===== config.mk =====
export PLATFORM = sky130hd
export DESIGN_NAME = sgr_readout
export DESIGN_NICKNAME = d
export VERILOG_FILES = /design/src/common/sgr_pkg.sv /design/src/verilog/sgr_readout.sv
export SDC_FILE = /design/constraint.sdc
export NUM_CORES = 1
export LEC_CHECK = 0
export BUFFER_PORTS_ARGS = -buffer_cell sky130_fd_sc_hd__buf_2
export CAP_MARGIN = 20
export CORE_MARGIN = 8
export CORE_UTILIZATION = 44
export DETAILED_ROUTE_END_ITERATION = 7
export SETUP_SLACK_MARGIN = 0.15
export SYNTH_ARGS = -nofsm -noshare
export SYNTH_HDL_FRONTEND = slang
export SYNTH_SLANG_ARGS = --single-unit

===== constraint.sdc =====
create_clock -name mclk -period 6.7 [get_ports mclk]
set_clock_uncertainty 0.1 [all_clocks]
set_input_delay 1.005 -clock mclk [delete_from_list [all_inputs] [get_ports mclk]]
set_output_delay 1.005 -clock mclk [all_outputs]
set_load 0.01 [all_outputs]

===== src/common/sgr_pkg.sv =====
/*
 * Shared constants and types of the strain result readout block.
 * Assumes a 100 MHz mclk and a host that reads the words over a serial link.
 */
package sgr_pkg;
    // Word addresses of the read side.
    localparam logic [2:0] ADDR_HB1 = 3'h0;
    localparam logic [2:0] ADDR_HB2 = 3'h1;
    localparam logic [2:0] ADDR_STAT = 3'h2;
    localparam logic [2:0] ADDR_CFG0 = 3'h3;
    localparam logic [2:0] ADDR_DISCHARGE_TIME_WORD = 3'h4;
    localparam logic [2:0] ADDR_CALIBRATION_PERIOD_WORD = 3'h5;
    localparam logic [2:0] ADDR_RD1 = 3'h6;
    localparam logic [2:0] ADDR_RD2 = 3'h7;
    // Status word bit positions.
    localparam int ST_ACTIVE_BIT = 23;
    localparam int ST_TMP_VALID_BIT = 22;
    localparam int ST_HB2_VALID_BIT = 21;
    localparam int ST_HB1_VALID_BIT = 20;
    localparam int ST_ERR_BIT = 19;
    localparam int ST_TO_TMP_BIT = 18;
    localparam int ST_TO_HB2_BIT = 17;
    localparam int ST_TO_HB1_BIT = 16;
    // Fixed-point layouts.
    localparam int HB_FRAC_BITS = 8;
    localparam int TDC_FRAC_BITS = 16;
    localparam int CAL_STEP_SHIFT = 3;
    // Reset value of every word.
    localparam logic [23:0] WORD_RST = 24'h000000;
    // Discharge and charge cycles per halfbridge measurement.
    localparam logic [2:0] LAST_CYCLE = 3'h7;
    // Timing.
    localparam int CLK_PERIOD_NS = 10;
    localparam int CHARGE_TIME_NS = 500;
    localparam int CHARGE_CYC = (CHARGE_TIME_NS + CLK_PERIOD_NS - 1) / CLK_PERIOD_NS;
    localparam int TIMEOUT_US = 100;
    localparam int TIMEOUT_CYC = TIMEOUT_US * 1000 / CLK_PERIOD_NS;

    // Sequencer states.
    typedef enum logic [3:0] {
        ST_IDLE = 4'h1,
        ST_CHARGE = 4'h2,
        ST_DISCH = 4'h4,
        ST_DONE = 4'h8
    } sgr_state_e;

    // Static mode options from the write side.
    typedef struct packed {
        logic dblBridge;
        logic sumOpt;
        logic diffOpt;
        logic range1;
        logic [1:0] divExp;
        logic [23:0] cfgWord;
    } sgr_cfg_s;

    // Whole register state of the readout module.
    typedef struct packed {
        sgr_state_e st;
        logic [15:0] cnt;
        logic [2:0] cyc;
        logic half;
        logic lastHalf;
        logic res;
        logic fb;
        logic alt;
        logic [19:0] accA;
        logic [19:0] accB;
        logic [1:0][23:0] halfVal;
        logic [1:0] tmo;
        logic [1:0] measured;
        logic [23:0] hb1;
        logic [23:0] hb2;
        logic [23:0] discharge_time_word;
        logic [23:0] calibration_period_word;
        logic [23:0] rd1;
        logic [23:0] rd2;
        logic [15:0] tempRes;
        logic vTmp;
        logic vHb1;
        logic vHb2;
        logic errDsp;
        logic toHb1;
        logic toHb2;
        logic toTmp;
        logic [23:0] rdData;
        logic rdValid;
    } sgr_regs_s;
endpackage : sgr_pkg


===== src/verilog/sgr_readout.sv =====
/*
 * Measurement sequencer and result readout of the strain front end.
 * Assumes synchronous inputs on mclk, an outside comparator and an
 * outside temperature, calibration and Rdson unit that deliver strobes.
 */
// Summary of operation
// - Plain mode: selection picks the filled words.
// - Plain mode: second word takes sum or difference.
// - Double mode: selection 1/2 fixes the bridge.
// - Double mode 0/3: active bridge sources second word.
// - Status shows the bridge actually measured.
// - Half results are 16.8 fixed point.
// - Status holds temperature and half validity flags.
// - Memory collision raises the processing error.
// - Separate timeout flags per half and temperature.
// - Read word mirrors configuration word zero.
// - Range 2 time word is 8.16 reference periods.
// - Range 1 time word counts converter steps.
// - Calibration word counts eight-step units.
// - Charge to supply, time discharge to trigger.
// - Alternate both resistors of a halfbridge.
// - Eight discharge cycles per halfbridge.
`timescale 1ns/100ps
`default_nettype none
module sgr_readout
    import sgr_pkg::*;
#(
    parameter int TimeoutCyc = TIMEOUT_CYC
) (
    input wire logic mclk,
    input wire logic rst_n,
    input wire sgr_cfg_s cfg,
    input wire logic measStart,
    input wire logic cmpTrig,
    input wire logic tempDone,
    input wire logic [15:0] tempValue,
    input wire logic tempTimeout,
    input wire logic calDone,
    input wire logic [23:0] calRaw,
    input wire logic rdsonDone,
    input wire logic [23:0] rdsonOne,
    input wire logic [23:0] rdsonTwo,
    input wire logic tdcMemReq,
    input wire logic aluMemReq,
    input wire logic rdEn,
    input wire logic [2:0] rdAddr,
    output logic [23:0] rdData,
    output logic rdValid,
    output logic chargeEn,
    output logic dischEn,
    output logic [2:0] dischSel,
    output logic busy
);
    localparam logic [15:0] CHARGE_LAST = 16'(CHARGE_CYC - 1);
    localparam logic [15:0] TIMEOUT_LAST = 16'(TimeoutCyc - 1);

    sgr_regs_s r_reg; // Registered state.
    sgr_regs_s r_next; // Next state.
    logic [1:0] sel; // Bridge selection from configuration word zero.
    logic sel03; // Selection 0 or 3.
    logic [23:0] st; // Assembled status word.

    // Turns two accumulated discharge sums into a 16.8 half result.
    function automatic logic [23:0] toFix(input logic [19:0] a, input logic [19:0] b);
        logic [19:0] d;
        d = a - b;
        return {d[15:0], 8'h00};
    endfunction : toFix

    // Formats one discharge count for the selected measuring range.
    function automatic logic [23:0] tdcWord(input logic [15:0] c, input logic r1,
                                            input logic [1:0] e);
        logic [39:0] w;
        w = {8'h00, c, 16'h0000} >> e;
        if (r1) begin
            return {8'h00, c};
        end
        return w[23:0];
    endfunction : tdcWord

    assign sel = cfg.cfgWord[1:0];
    assign sel03 = (sel == 2'h0) || (sel == 2'h3);

    // Status word is assembled from the live flags.
    always_comb begin
        st = {8'h00, r_reg.tempRes};
        st[ST_ACTIVE_BIT] = r_reg.fb;
        st[ST_TMP_VALID_BIT] = r_reg.vTmp;
        st[ST_HB2_VALID_BIT] = r_reg.vHb2;
        st[ST_HB1_VALID_BIT] = r_reg.vHb1;
        st[ST_ERR_BIT] = r_reg.errDsp;
        st[ST_TO_TMP_BIT] = r_reg.toTmp;
        st[ST_TO_HB2_BIT] = r_reg.toHb2;
        st[ST_TO_HB1_BIT] = r_reg.toHb1;
    end

    // Next-state logic of sequencer, words and flags.
    always_comb begin
        logic both;
        logic [23:0] h0;
        logic [23:0] h1;
        both = 1'b0;
        h0 = r_reg.halfVal[0];
        h1 = r_reg.halfVal[1];
        r_next = r_reg;
        r_next.rdValid = 1'b0;
        unique case (r_reg.st)
            ST_IDLE: begin
                // A start while a cycle runs is ignored.
                if (measStart) begin
                    r_next.st = ST_CHARGE;
                    r_next.cnt = 16'h0000;
                    r_next.cyc = 3'h0;
                    r_next.res = 1'b0;
                    r_next.accA = 20'h00000;
                    r_next.accB = 20'h00000;
                    r_next.tmo = 2'h0;
                    r_next.measured = 2'h0;
                    // Single-half selections only exist outside double mode.
                    r_next.half = !cfg.dblBridge && (sel == 2'h2);
                    r_next.lastHalf = cfg.dblBridge || (sel != 2'h1);
                    if (cfg.dblBridge && !sel03) begin
                        r_next.fb = (sel == 2'h2);
                    end else if (cfg.dblBridge) begin
                        r_next.fb = r_reg.alt;
                        r_next.alt = !r_reg.alt;
                    end else begin
                        r_next.fb = 1'b0;
                    end
                end
            end
            ST_CHARGE: begin
                // Capacitor charges to the supply for a fixed time.
                r_next.cnt = r_reg.cnt + 16'h0001;
                if (r_reg.cnt == CHARGE_LAST) begin
                    r_next.st = ST_DISCH;
                    r_next.cnt = 16'h0000;
                end
            end
            ST_DISCH: begin
                r_next.cnt = r_reg.cnt + 16'h0001;
                // Discharge ends at the comparator level or at the timeout.
                if (cmpTrig || (r_reg.cnt == TIMEOUT_LAST)) begin
                    if (!cmpTrig) begin
                        r_next.tmo[r_reg.half] = 1'b1;
                    end
                    if (r_reg.res) begin
                        r_next.accB = r_reg.accB + {4'h0, r_reg.cnt};
                    end else begin
                        r_next.accA = r_reg.accA + {4'h0, r_reg.cnt};
                    end
                    r_next.discharge_time_word = tdcWord(r_reg.cnt, cfg.range1, cfg.divExp);
                    r_next.res = !r_reg.res;
                    r_next.cyc = r_reg.cyc + 3'h1;
                    r_next.cnt = 16'h0000;
                    r_next.st = ST_CHARGE;
                    if (r_reg.cyc == LAST_CYCLE) begin
                        r_next.halfVal[r_reg.half] = toFix(r_next.accA, r_next.accB);
                        r_next.measured[r_reg.half] = 1'b1;
                        r_next.accA = 20'h00000;
                        r_next.accB = 20'h00000;
                        if (r_reg.half == r_reg.lastHalf) begin
                            r_next.st = ST_DONE;
                        end else begin
                            r_next.half = 1'b1;
                        end
                    end
                end
            end
            ST_DONE: begin
                r_next.st = ST_IDLE;
                r_next.toHb1 = r_reg.measured[0] ? r_reg.tmo[0] : r_reg.toHb1;
                r_next.toHb2 = r_reg.measured[1] ? r_reg.tmo[1] : r_reg.toHb2;
                if (cfg.dblBridge) begin
                    // Selection 1 or 2 always yields both halves of one bridge.
                    both = !sel03 || (!cfg.sumOpt && !cfg.diffOpt && !r_reg.fb);
                end else begin
                    both = sel03 && !cfg.sumOpt && !cfg.diffOpt;
                end
                if (both || (!cfg.dblBridge && sel == 2'h1)) begin
                    r_next.hb1 = h0;
                    r_next.vHb1 = 1'b1;
                end
                if (!(!cfg.dblBridge && sel == 2'h1)) begin
                    r_next.vHb2 = 1'b1;
                    if (!sel03 || both) begin
                        r_next.hb2 = h1;
                    end else if (cfg.sumOpt) begin
                        r_next.hb2 = h0 + h1;
                    end else if (cfg.diffOpt) begin
                        r_next.hb2 = h1 - h0;
                    end else begin
                        r_next.hb2 = h1;
                    end
                end
            end
            default: begin
                r_next.st = ST_IDLE;
            end
        endcase
        // Reads clear the half validity and error flags; a same-cycle set wins below.
        if (rdEn) begin
            r_next.rdValid = 1'b1;
            unique case (rdAddr)
                ADDR_HB1: begin
                    r_next.rdData = r_reg.hb1;
                    r_next.vHb1 = 1'b0;
                end
                ADDR_HB2: begin
                    r_next.rdData = r_reg.hb2;
                    r_next.vHb2 = 1'b0;
                end
                ADDR_STAT: begin
                    r_next.rdData = st;
                    r_next.errDsp = 1'b0;
                end
                ADDR_CFG0: begin
                    r_next.rdData = cfg.cfgWord;
                end
                ADDR_DISCHARGE_TIME_WORD: begin
                    r_next.rdData = r_reg.discharge_time_word;
                end
                ADDR_CALIBRATION_PERIOD_WORD: begin
                    r_next.rdData = r_reg.calibration_period_word;
                end
                ADDR_RD1: begin
                    r_next.rdData = r_reg.rd1;
                end
                ADDR_RD2: begin
                    r_next.rdData = r_reg.rd2;
                end
            endcase
            // Result words re-validated in the same cycle stay valid.
            if (r_reg.st == ST_DONE) begin
                r_next.vHb1 = r_next.vHb1 | (r_reg.vHb1 & (rdAddr != ADDR_HB1));
            end
        end
        if (r_reg.st == ST_DONE) begin
            if (both || (!cfg.dblBridge && sel == 2'h1)) begin
                r_next.vHb1 = 1'b1;
            end
            if (!(!cfg.dblBridge && sel == 2'h1)) begin
                r_next.vHb2 = 1'b1;
            end
        end
        if (tdcMemReq && aluMemReq) begin
            r_next.errDsp = 1'b1;
        end
        // Temperature comes from the outside unit as a finished value.
        if (tempDone) begin
            r_next.tempRes = tempValue;
            r_next.vTmp = 1'b1;
            r_next.toTmp = tempTimeout;
        end
        if (calDone) begin
            r_next.calibration_period_word = calRaw >> CAL_STEP_SHIFT;
        end
        if (rdsonDone) begin
            r_next.rd1 = rdsonOne;
            r_next.rd2 = rdsonTwo;
        end
    end

    // State register; every field resets to a constant.
    always_ff @(posedge mclk or negedge rst_n) begin
        if (!rst_n) begin
            r_reg <= '0;
            r_reg.st <= ST_IDLE;
        end else begin
            r_reg <= r_next;
        end
    end

    // Outputs come straight from the state flops.
    assign rdData = r_reg.rdData;
    assign rdValid = r_reg.rdValid;
    assign chargeEn = (r_reg.st == ST_CHARGE);
    assign dischEn = (r_reg.st == ST_DISCH);
    assign dischSel = {r_reg.fb, r_reg.half, r_reg.res};
    assign busy = (r_reg.st != ST_IDLE);
endmodule : sgr_readout
`default_nettype wire

==> metrics.md, run 1 <==
| Metric | Value |
|---|---|
| Ys async rst share | `100%` |
| Post-synth EDFFs | `0` |
| Hpwl dp | `41600 µm` |
| Initial antenna violation count | `1` |
| Final period util | `roughly 70%` |
| Setup TNS | `0 ns` |
| Post-route insts no fill | `~2700` |
| Max-Cap Viols | `0` |
| Largest net degree at the start of global routing | `approximately 140` |
| Netlist cell types | `100` |
| Design area | `~0.021 mm²` |
| Status | `complete, no violations` |
| Core Box Area | `0.0430 mm²` |
| Met2 WL | `27300 µm` |
| CTS root buf | `clkbuf_16` |
| Post-CTS sizing | `0` |
| TritonCTS Buffers | `36` |
| RSZ-0062 raised after global routing | `false` |
| Tot Pwr | `5.11 mW` |
| Placed cells | `between 2000 and 3000` |
| Met1 Wirelength | `around 26000 µm` |
| FP Rows | `76` |
| Vias in the first global route | `around 15000` |
| Die width | `roughly 220 µm` |
| Primary FF master, synth | `dfrtp_1` |
| Min Tclk post-route | `between 4 and 5 ns` |
| Required @ worst endpoint | `around 7.0 ns` |
| Lkg Pwr | `9.89 nW` |
| I/O Buffers | `159` |
| Initial core utilization | `roughly 45%` |
| Clk_lat worst skew | `between 0.5 and 0.6 ns` |
| H-tree depth | `2` |
| # DRC | `0` |
| GRT Util Overall | `22.4%` |
| Vias/cell | `5.78` |
| Sequential power share | `approximately two fifths` |
| Net Count, Synth | `2232` |
| DIE AREA | `between 0.05 and 0.06 mm²` |
| Final hold violations | `0` |
| Slew headroom | `36.8%` |
| Clock-pin slew on the worst setup and hold paths | `~0.060 ns` |
| IO Count | `between 150 and 200` |
| R2R cell count | `16` |
| Die Span Y | `around 220 µm` |
| R2R Path Start | `r_reg[292]` |
| First-pass iteration count of the detailed router | `5` |
| Final wirelength | `between 50000 and 60000 µm` |
| Via count | `between 15000 and 20000` |
| Antenna Violating Nets Remaining | `0` |
| Area leader, netlist | `dfrtp_1` |
| Post-Syn Instances | `~2000` |
| Syn_area_per_cell | `about 9.6 µm²` |
| Cell internal pwr | `approximately 3.6 mW` |
| Hold Path Class | `register to register` |
| Sw frac | `29.3%` |
| Psw | `roughly 1.5 mW` |
| Routed len/inst | `21.4 µm` |
| Crit Path Max Fanout | `9` |
| Worst hold slack | `0.364 ns` |
| Hold_sp | `r_reg[131]` |
| Data arrival, critical path | `5.04 ns` |
| CTS tree | `yes` |
| Critical path class | `register to register` |
| Register area share after synthesis | `around two fifths` |
| Layout cell share with drive strength beyond 1 | `about a fifth` |
| Max clock buf depth | `3` |
| Layout overhead on the synthesized area | `12.0%` |
| Highest metal used | `met4` |
| Gr ovfl total | `0` |
| Layout net count | `2306` |
| Worst Hold Path EP | `r_reg[131]` |
| Hold_buf cts | `0` |
| RePlAce Congestion | `roughly 0.90` |
| First-pass GRT wire length | `slightly below 90000 µm` |
| DR WL met3 | `~3000 µm` |
| Setup crit start kind | `register` |
| Final number of setup-violating endpoints | `0` |
| Max-slew violations | `0` |
| R2R setup slack | `about 2.0 ns` |
| Synth Warn # | `0` |
| Max Freq | `about 0.21 GHz` |
| Placement Cell Area | `0.0201 mm²` |
| Clock power frac | `a little over two fifths` |
| Setup bufs post-CTS | `0` |
| Combinational fraction of design power | `between 10% and 20%` |
| Drt initial violations | `around 1100` |
| Hold-critical path depth | `2` |
| Yosys reg bits | `about 300` |
| Mapped cell area | `~0.019 mm²` |
| Slew @ Worst Pin | `roughly 0.95 ns` |
| Pwr dens | `between 200 and 250 mW/mm²` |
| Clock sinks | `301` |
| Post-synth top area share | `about two fifths` |
| Leading cell types by total area after synthesis | `dfrtp_1, mux2_2, ha_1, o21ai_0, nand2_1` |
| Peak VDD IR | `about 260 µV` |
| Crit end category | `register` |
[per-stage QoR]
step | setup WS [ns] | util, %
finish | 2.00 | 49.9
global route | 1.73 | 49.9
CTS | 1.99 | 49.7
detailed placement | 2.03 | 46.7
global placement | 2.06 | 46.7
floorplan | 2.49 | -
[how the worst max path moves through the flow]
stage               slack (ns)        to         from
floorplan                 2.49  register  dischSel[0]
global placement          2.06  register   r_reg[292]
detailed placement        2.03  register   r_reg[292]
CTS                       1.99  register   r_reg[292]
global route              1.73  register   r_reg[292]
finish                    2.00  register   r_reg[292]
[power groups by stage]
stage | combinational [mW] | sequential (mW) | clock, mW
6_report | 0.918 | 2.04 | 2.16
5_1_grt | 1.02 | 2.06 | 2.27
4_1_cts | 0.923 | 2.04 | 2.19
3_5_place_dp | 0.918 | 2.07 | 0
3_3_place_gp | 0.899 | 2.07 | 0
2_1_floorplan | 0.632 | 2.02 | 0
[Yosys cell counts, drive strengths merged, types with 20 or more instances]
cell	n
nand2	207
inv	104
mux2	142
a31oi	24
dfrtp	300
o21ai	182
mux2i	49
a211oi	21
o211ai	29
buf	40
clkbuf	103
ha	96
nand3	33
o21bai	20
nor2	115
a21oi	127
xnor2	56
[cells by family (layout without fill, tap and decap cells)]
family / count (synthesis) / after routing / synth area share [%]
AOI/OAI and AO/OA: 576 / 576 / 19.6
xor gates and xnor gates: 80 / 80 / 4.04
adders and majority gates: 103 / 103 / 6.91
buffers and inverters: 253 / 355 / 6.12
DFF: 301 / 301 / 39.4
muxes: 203 / 203 / 12.3
other: 0 / 1 / 0
and+or+nand+nor: 483 / 483 / 11.6
[cell type report]
class	instances	area, µm²
multi-input combinational	1445	10400
fill	4005	21500
antenna	1	2.50
clock inverter	15	263
tap	585	732
timing repair buffer	182	1020
sequential	301	7530
clock buffer	51	1040
inverter	107	402
[cell usage in the layout, fill, tap and decap left out, drive strengths merged, types with 7 or more instances in the layout]
| master | instances |
|---|---|
| dfrtp | 300 |
| nor2 | 115 |
| clkbuf | 51 |
| o22ai | 14 |
| o21a | 15 |
| a21oi | 127 |
| a221oi | 7 |
| o21bai | 20 |
| xnor2 | 56 |
| nor3 | 14 |
| nand2b | 17 |
| mux2 | 142 |
| and3 | 14 |
| nor3b | 9 |
| inv | 106 |
| nand3 | 33 |
| mux2i | 49 |
| a21o | 19 |
| mux4 | 12 |
| a31oi | 24 |
| nand2 | 207 |
| o21ai | 182 |
| a22o | 14 |
| a211oi | 21 |
| ha | 96 |
| or3 | 8 |
| buf | 182 |
| o221ai | 17 |
| xor2 | 19 |
| nor2b | 19 |
| o31ai | 19 |
| and2 | 16 |
| o211ai | 29 |
| clkinv | 7 |
[critical path, stage by stage, from the launching register on]
cell and delay (ns):
dfrtp_1 0.56, ha_1 0.37, fa_1 0.47, a21o_1 0.18, a21oi_1 0.17, xnor2_1 0.08
mux2i_1 0.33, ha_1 0.35, o21a_1 0.20, o31a_1 0.13, o41a_1 0.36, maj3_1 0.36
mux2i_1 0.22, o21ai_0 0.14, a21oi_1 0.20, xnor2_1 0.10, mux2_2 0.26
[per-layer routing]
metal | GRT usage, % | vias to the layer above
li1 | - | 7312
met1 | 29.8 | 7726
met2 | 37.0 | 398
met3 | 3.63 | 89
met4 | 7.09 | 0
met5 | 0 | -
Power figures use the tool's default switching activity.
==> run 2, diff against run 1 <==
clock period = 4.75 ns   (was 6.7 ns; I/O delays follow)
==> run 2 against run 1 <==
Against the previous run: critical path depth is the same; largest power group unchanged; highest routed layer unchanged; register-to-register slack lost 1.6 ns; flip-flop and latch count is the same; clock-buffer cell count shrank 6; critical path type unchanged.
==> metrics.md, run 2 (synthesis gave the netlist of run 1 again) <==
| Metric | Value |
|---|---|
| I/O Buffers | `159 (unchanged)` |
| Max clock buf depth | `3 (unchanged)` |
| Pwr dens | `335 mW/mm² (+40%)` |
| Cell internal pwr | `5.10 mW (+41%)` |
| Routed len/inst | `21.5 µm (+0.75%)` |
| Peak VDD IR | `358 µV (+38%)` |
| Initial core utilization | `44.5% (unchanged)` |
| Setup TNS | `0 ns (unchanged)` |
| Post-route insts no fill | `2699 (+0.45%)` |
| Layout cell share with drive strength beyond 1 | `21.2% (+0.85 points)` |
| Worst hold slack | `0.0135 ns (-0.351 ns)` |
| Commonest non-fill, non-tap cell in the layout | `dfrtp_1` |
| Layout overhead on the synthesized area | `12.6%` |
| R2R cell count | `16 (unchanged)` |
| RePlAce Congestion | `0.906 (+0.29%)` |
| Critical path class | `register to register` |
| Vias in the first global route | `15200 (-0.83%)` |
| Min Tclk post-route | `4.40 ns (-0.301 ns)` |
| Met2 Resource Use GR | `36.5% (-0.52 points)` |
| Max Freq | `0.227 GHz (+6.8%)` |
| Clock power frac | `41.7% (-0.4 points)` |
| Die Span Y | `225 µm (unchanged)` |
| GR Util met3 | `3.02% (-0.61 points)` |
| Largest net degree at the start of global routing | `131 (-5.1%)` |
| # DRC | `0 (unchanged)` |
| DIE AREA | `0.0504 mm² (unchanged)` |
| Placed cells | `2629 (+0.46%)` |
| Final hold violations | `0 (unchanged)` |
| Via count | `15600 (+0.66%)` |
| Final number of setup-violating endpoints | `0 (unchanged)` |
| Crit end category | `register` |
| FF+latch area | `0.00754 mm² (about the same)` |
| Fillers | `4049 (+1.1%)` |
| Slew headroom | `33.0% (-3.8 points)` |
| Tot Pwr | `7.21 mW (+41%)` |
| Design area | `0.0215 mm² (+0.49%)` |
| First-pass iteration count of the detailed router | `5 (unchanged)` |
| First-pass GRT wire length | `89700 µm (+0.54%)` |
| Final period util | `92.6% (+22 points)` |
| Required @ worst endpoint | `5.09 ns (-1.95 ns)` |
| Crit Path Max Fanout | `4 (-5)` |
| Drt initial violations | `1268 (+11%)` |
| Clk_lat worst skew | `0.55 ns (about the same)` |
| Max-slew violations | `0 (unchanged)` |
| Multi-input logic area | `0.0105 mm² (+0.23%)` |
| Slew @ Worst Pin | `1.00 ns (+0.0540 ns)` |
| Grt met1 use | `30.5% (+0.76 points)` |
| Placement Cell Area | `0.0202 mm² (+0.57%)` |
| Hold_buf cts | `0 (unchanged)` |
| CTS root buf | `clkbuf_16` |
| Setup WS post-layout | `0.353 ns (-1.65 ns)` |
| Data arrival, critical path | `4.73 ns (-0.31 ns)` |
| Final wirelength | `58100 µm (+1.2%)` |
| Vias/cell | `5.79 (+0.22%)` |
| Core Box Area | `0.0430 mm² (unchanged)` |
| TritonCTS Buffers | `36 (unchanged)` |
| Hold Path Class | `primary input to async pin` |
| Clock sinks | `301 (unchanged)` |
| Antenna Violating Nets Remaining | `0 (unchanged)` |
| GRT Util Overall | `22.6% (+0.21 points)` |
| Status | `complete, no violations` |
| Sequential power share | `40.0% (about the same)` |
| Gr busiest metal | `met2` |
| Lkg Pwr | `9.94 nW (+0.55%)` |
| IO Count | `163 (unchanged)` |
| Setup crit start kind | `register` |
| Max-Cap Viols | `0 (unchanged)` |
| CTS tree | `yes` |
| Initial antenna violation count | `2 (+1)` |
| Psw | `2.12 mW (+41%)` |
| Pre-CTS setup slack | `0.258 ns (-1.77 ns)` |
| Die width | `225 µm (unchanged)` |
| RSZ-0062 raised after global routing | `false` |
| Layout net count | `2317 (+0.48%)` |
| H-tree depth | `2 (unchanged)` |
| FP Rows | `76 (unchanged)` |
| Hpwl dp | `42600 µm (+2.4%)` |
| Gr ovfl total | `0 (unchanged)` |
| Combinational fraction of design power | `18.2% (+0.2 points)` |
| Clock-pin slew on the worst setup and hold paths | `0.06 ns (about the same)` |
| Most frequent cells in the layout | `dfrtp_1, nand2_1, o21ai_0` |
| Post-layout util | `50.1% (+0.24 points)` |
| Sw frac | `29.3% (about the same)` |
==> run 2: cell count changes in the layout (fill, tap and decap cells not counted), moves of 2 or more <==
cell      change
buf_4        +10
clkinv_2      +4
a211oi_1      -3
a211oi_2      +3
clkbuf_1      -3
clkbuf_8      -3
buf_12        +2
clkinv_4      +2
diode_2       +2
fa_1          -2
fa_2          +2
==> run 2: per-layer routing <==
layer | vias up | part of all wire (%)
li1 | 7336 | -
met1 | 7794 | 45
met2 | 404 | 47
met3 | 94 | 4.6
met4 | 0 | 3.7
met5 | - | 0
==> run 2: area by class of cell <==
class | count | share of cell area [%]
inverter | 107 | 1.86
tap | 585 | 3.40
timing repair buffer | 193 | 5.16
clock buffer | 45 | 4.57
clock inverter | 20 | 1.41
multi-input combinational | 1445 | 48.6
antenna | 3 | 0.0349
sequential | 301 | 35.0
==> run 2: what timing repair did <==
| action | in CTS | in global routing |
|---|---|---|
| gates resized for setup | 0 | 8 |
| buffers inserted | 0 | 1 |
| endpoints found under the setup margin | 0 | 6 |
==> run 2: power groups by stage <==
stage               Combinational (mW)  Clock (mW)  Sequential [mW]
floorplan                        0.892           0             2.85
global placement                  1.29           0             2.92
detailed placement                1.31           0             2.93
CTS                               1.32        3.07             2.88
global route                      1.44        3.17             2.91
finish                            1.31        3.01             2.89
==> run 2: worst paths after layout <==
| path | start | to | slack (ns) |
|---|---|---|---|
| worst min register to register | r_reg[131] | r_reg[131] | 0.36 |
| worst max register to register | r_reg[292] | register | 0.35 |
| max in group asynchronous | rst_n | r_reg[293] | 3.40 |
| worst max-delay path | r_reg[292] | register | 0.35 |
| worst min-delay path | rst_n | r_reg[227] | 0.01 |
| min in group mclk | rdsonOne[19] | r_reg[91] | 0.29 |
==> run 2: worst max-delay path, cell delays in order, from the launching register on <==
cell,delay [ns]
dfrtp_1,0.43
ha_1,0.28
fa_2,0.40
a21o_1,0.18
a21oi_1,0.18
xnor2_1,0.09
mux2i_1,0.25
ha_1,0.34
o21a_1,0.21
o31a_1,0.13
o41a_1,0.39
maj3_1,0.38
mux2i_1,0.21
o21ai_0,0.14
a21oi_1,0.20
xnor2_1,0.10
mux2_2,0.28
==> run 3, diff against run 2 <==
RECOVER_POWER = 25   (was default)
==> run 3 against run 2 <==
Against the previous run: the flow now finishes with violations (max-capacitance violations, max-slew violations); wire length about the same; register-to-register slack improved by 0.02 ns; clock-buffer cell count stayed put; setup slack gained 0.016 ns; critical path depth stayed put; first-iteration DRC count unchanged; global-route usage unchanged; via count about the same; worst hold slack improved by 0.27 ns; clock power is essentially flat; non-clock buffer count did not move; total power is essentially flat; critical path type unchanged; largest power group unchanged; highest routed layer unchanged.
==> metrics.md, run 3 (synthesis gave the netlist of run 1 again) <==
| Metric | Value |
|---|---|
| Antenna Violating Nets Remaining | `0 (unchanged)` |
| RSZ-0062 raised after global routing | `false` |
| Vias/cell | `5.80 (about the same)` |
| Routed len/inst | `21.5 µm (about the same)` |
| DIE AREA | `0.0504 mm² (unchanged)` |
| Layout cell share with drive strength beyond 1 | `20.9% (-0.28 points)` |
| Max clock buf depth | `3 (unchanged)` |
| Required @ worst endpoint | `5.09 ns (about the same)` |
| Max-Cap Viols | `4 (+4)` |
| RePlAce Congestion | `0.906 (unchanged)` |
| Final period util | `92.2% (-0.34 points)` |
| Crit end category | `register` |
| Setup WS post-layout | `0.369 ns (+0.0163 ns)` |
| Die Span Y | `225 µm (unchanged)` |
| Data arrival, critical path | `4.72 ns (about the same)` |
| # DRC | `0 (unchanged)` |
| Most frequent cells in the layout | `dfrtp_1, nand2_1, o21ai_0` |
| CTS root buf | `clkbuf_16` |
| Final wirelength | `58100 µm (about the same)` |
| Slew headroom | `-116% (-150 points)` |
| Vias in the first global route | `15200 (unchanged)` |
| Layout net count | `2317 (unchanged)` |
| Largest net degree at the start of global routing | `131 (unchanged)` |
| Pwr dens | `335 mW/mm² (+0.10%)` |
| CTS tree | `yes` |
| GRT Util Overall | `22.6% (unchanged)` |
| Hold_buf cts | `0 (unchanged)` |
| R2R cell count | `16 (unchanged)` |
| Via count | `15600 (+0.083%)` |
| Setup crit start kind | `register` |
| Setup TNS | `0 ns (unchanged)` |
| Drt initial violations | `1268 (unchanged)` |
| Failing checks | `max-capacitance violations, max-slew violations` |
| Clk_lat worst skew | `0.56 ns (about the same)` |
| Pre-CTS setup slack | `0.258 ns (unchanged)` |
| Core Box Area | `0.0430 mm² (unchanged)` |
| Hold Path Class | `primary input to register` |
| H-tree depth | `2 (unchanged)` |
| Initial core utilization | `44.5% (unchanged)` |
| Initial antenna violation count | `2 (unchanged)` |
| Die width | `225 µm (unchanged)` |
| I/O Buffers | `159 (unchanged)` |
| Peak VDD IR | `353 µV (-1.4%)` |
| IO Count | `163 (unchanged)` |
| Hpwl dp | `42600 µm (unchanged)` |
| First-pass GRT wire length | `89700 µm (unchanged)` |
| Hold-critical path depth | `2` |
| Status | `finished with violations` |
| Max-slew violations | `172 (+172)` |
| Placed cells | `2629 (unchanged)` |
| Layout overhead on the synthesized area | `12.4%` |
| First-pass iteration count of the detailed router | `5 (unchanged)` |
| TritonCTS Buffers | `36 (unchanged)` |
| Final hold violations | `0 (unchanged)` |
| Min Tclk post-route | `4.38 ns (-0.0163 ns)` |
| Final number of setup-violating endpoints | `0 (unchanged)` |
| Clock sinks | `301 (unchanged)` |
| Slew @ Worst Pin | `3.24 ns (+2.24 ns)` |
| Post-layout util | `50.0% (-0.061 points)` |
| Commonest non-fill, non-tap cell in the layout | `dfrtp_1` |
| Gr ovfl total | `0 (unchanged)` |
| Max Freq | `0.228 GHz (+0.37%)` |
| Critical path class | `register to register` |
| Clock-pin slew on the worst setup and hold paths | `0.06 ns (about the same)` |
| Crit Path Max Fanout | `4 (unchanged)` |
| FP Rows | `76 (unchanged)` |
| Post-route insts no fill | `2699 (unchanged)` |
| Lkg Pwr | `9.92 nW (-0.23%)` |
[run 3: where the power goes]
group / switching [mW] / leakage (nW) / internal [mW] / total [mW]
logic: 0.807 / 5.49 / 0.505 / 1.31
registers: 0.155 / 3.80 / 2.73 / 2.89
clock network: 1.15 / 0.631 / 1.86 / 3.01
total: 2.11 / 9.92 / 5.10 / 7.21
[run 3: worst paths after layout]
path	from	to	slack, ns
min in group asynchronous	rst_n	r_reg[227]	1.36
max in group asynchronous	rst_n	dischSel[0]	1.09
setup / recovery	r_reg[292]	register	0.37
hold reg to reg	r_reg[131]	r_reg[131]	0.36
hold / removal	rdsonOne[19]	r_reg[91]	0.28
setup reg to reg	r_reg[292]	register	0.37
[run 3: area by class of cell]
cell class / instances / area, µm²
multi-input cells: 1445 / 10500
repair buffers: 193 / 1080
well taps: 585 / 732
inverters: 107 / 402
clock inverters: 20 / 303
clock buffers: 45 / 985
diodes: 3 / 7.51
flip-flops and latches: 301 / 7540
fillers: 4053 / 21500
[run 3: worst max-delay path, stage by stage, from the launching register on]
cell     delay [ns]
dfrtp_1        0.43
ha_1           0.28
fa_2           0.41
a21o_1         0.17
a21oi_1        0.17
xnor2_1        0.09
mux2i_1        0.25
ha_1           0.34
o21a_1         0.21
o31a_1         0.13
o41a_1         0.39
maj3_1         0.38
mux2i_1        0.21
o21ai_0        0.14
a21oi_1        0.20
xnor2_1        0.10
mux2_2         0.28
[run 3: per-layer routing]
layer  GRT usage (%)  up-vias  wire [µm]
li1                -     7335          -
met3            3.02       97       2670
met1            30.5     7793      25800
met2            36.5      416      27500
met5               0        -          0
met4            8.82        0       2140
[run 3: what timing repair did]
action	4_1_cts	5_1_grt
setup endpoints to repair	0	6
endpoints found under the hold margin	0	0
resized for setup	0	8
buffers inserted	0	1
[run 3: through the flow]
step	area, µm²	power, mW	hold slack [ns]
2_1_floorplan	19100	3.74	0.317
3_3_place_gp	20200	4.21	0.349
3_5_place_dp	20200	4.24	0.353
4_1_cts	21500	7.27	0.0277
5_1_grt	21500	7.52	0.278
6_report	21500	7.21	0.284
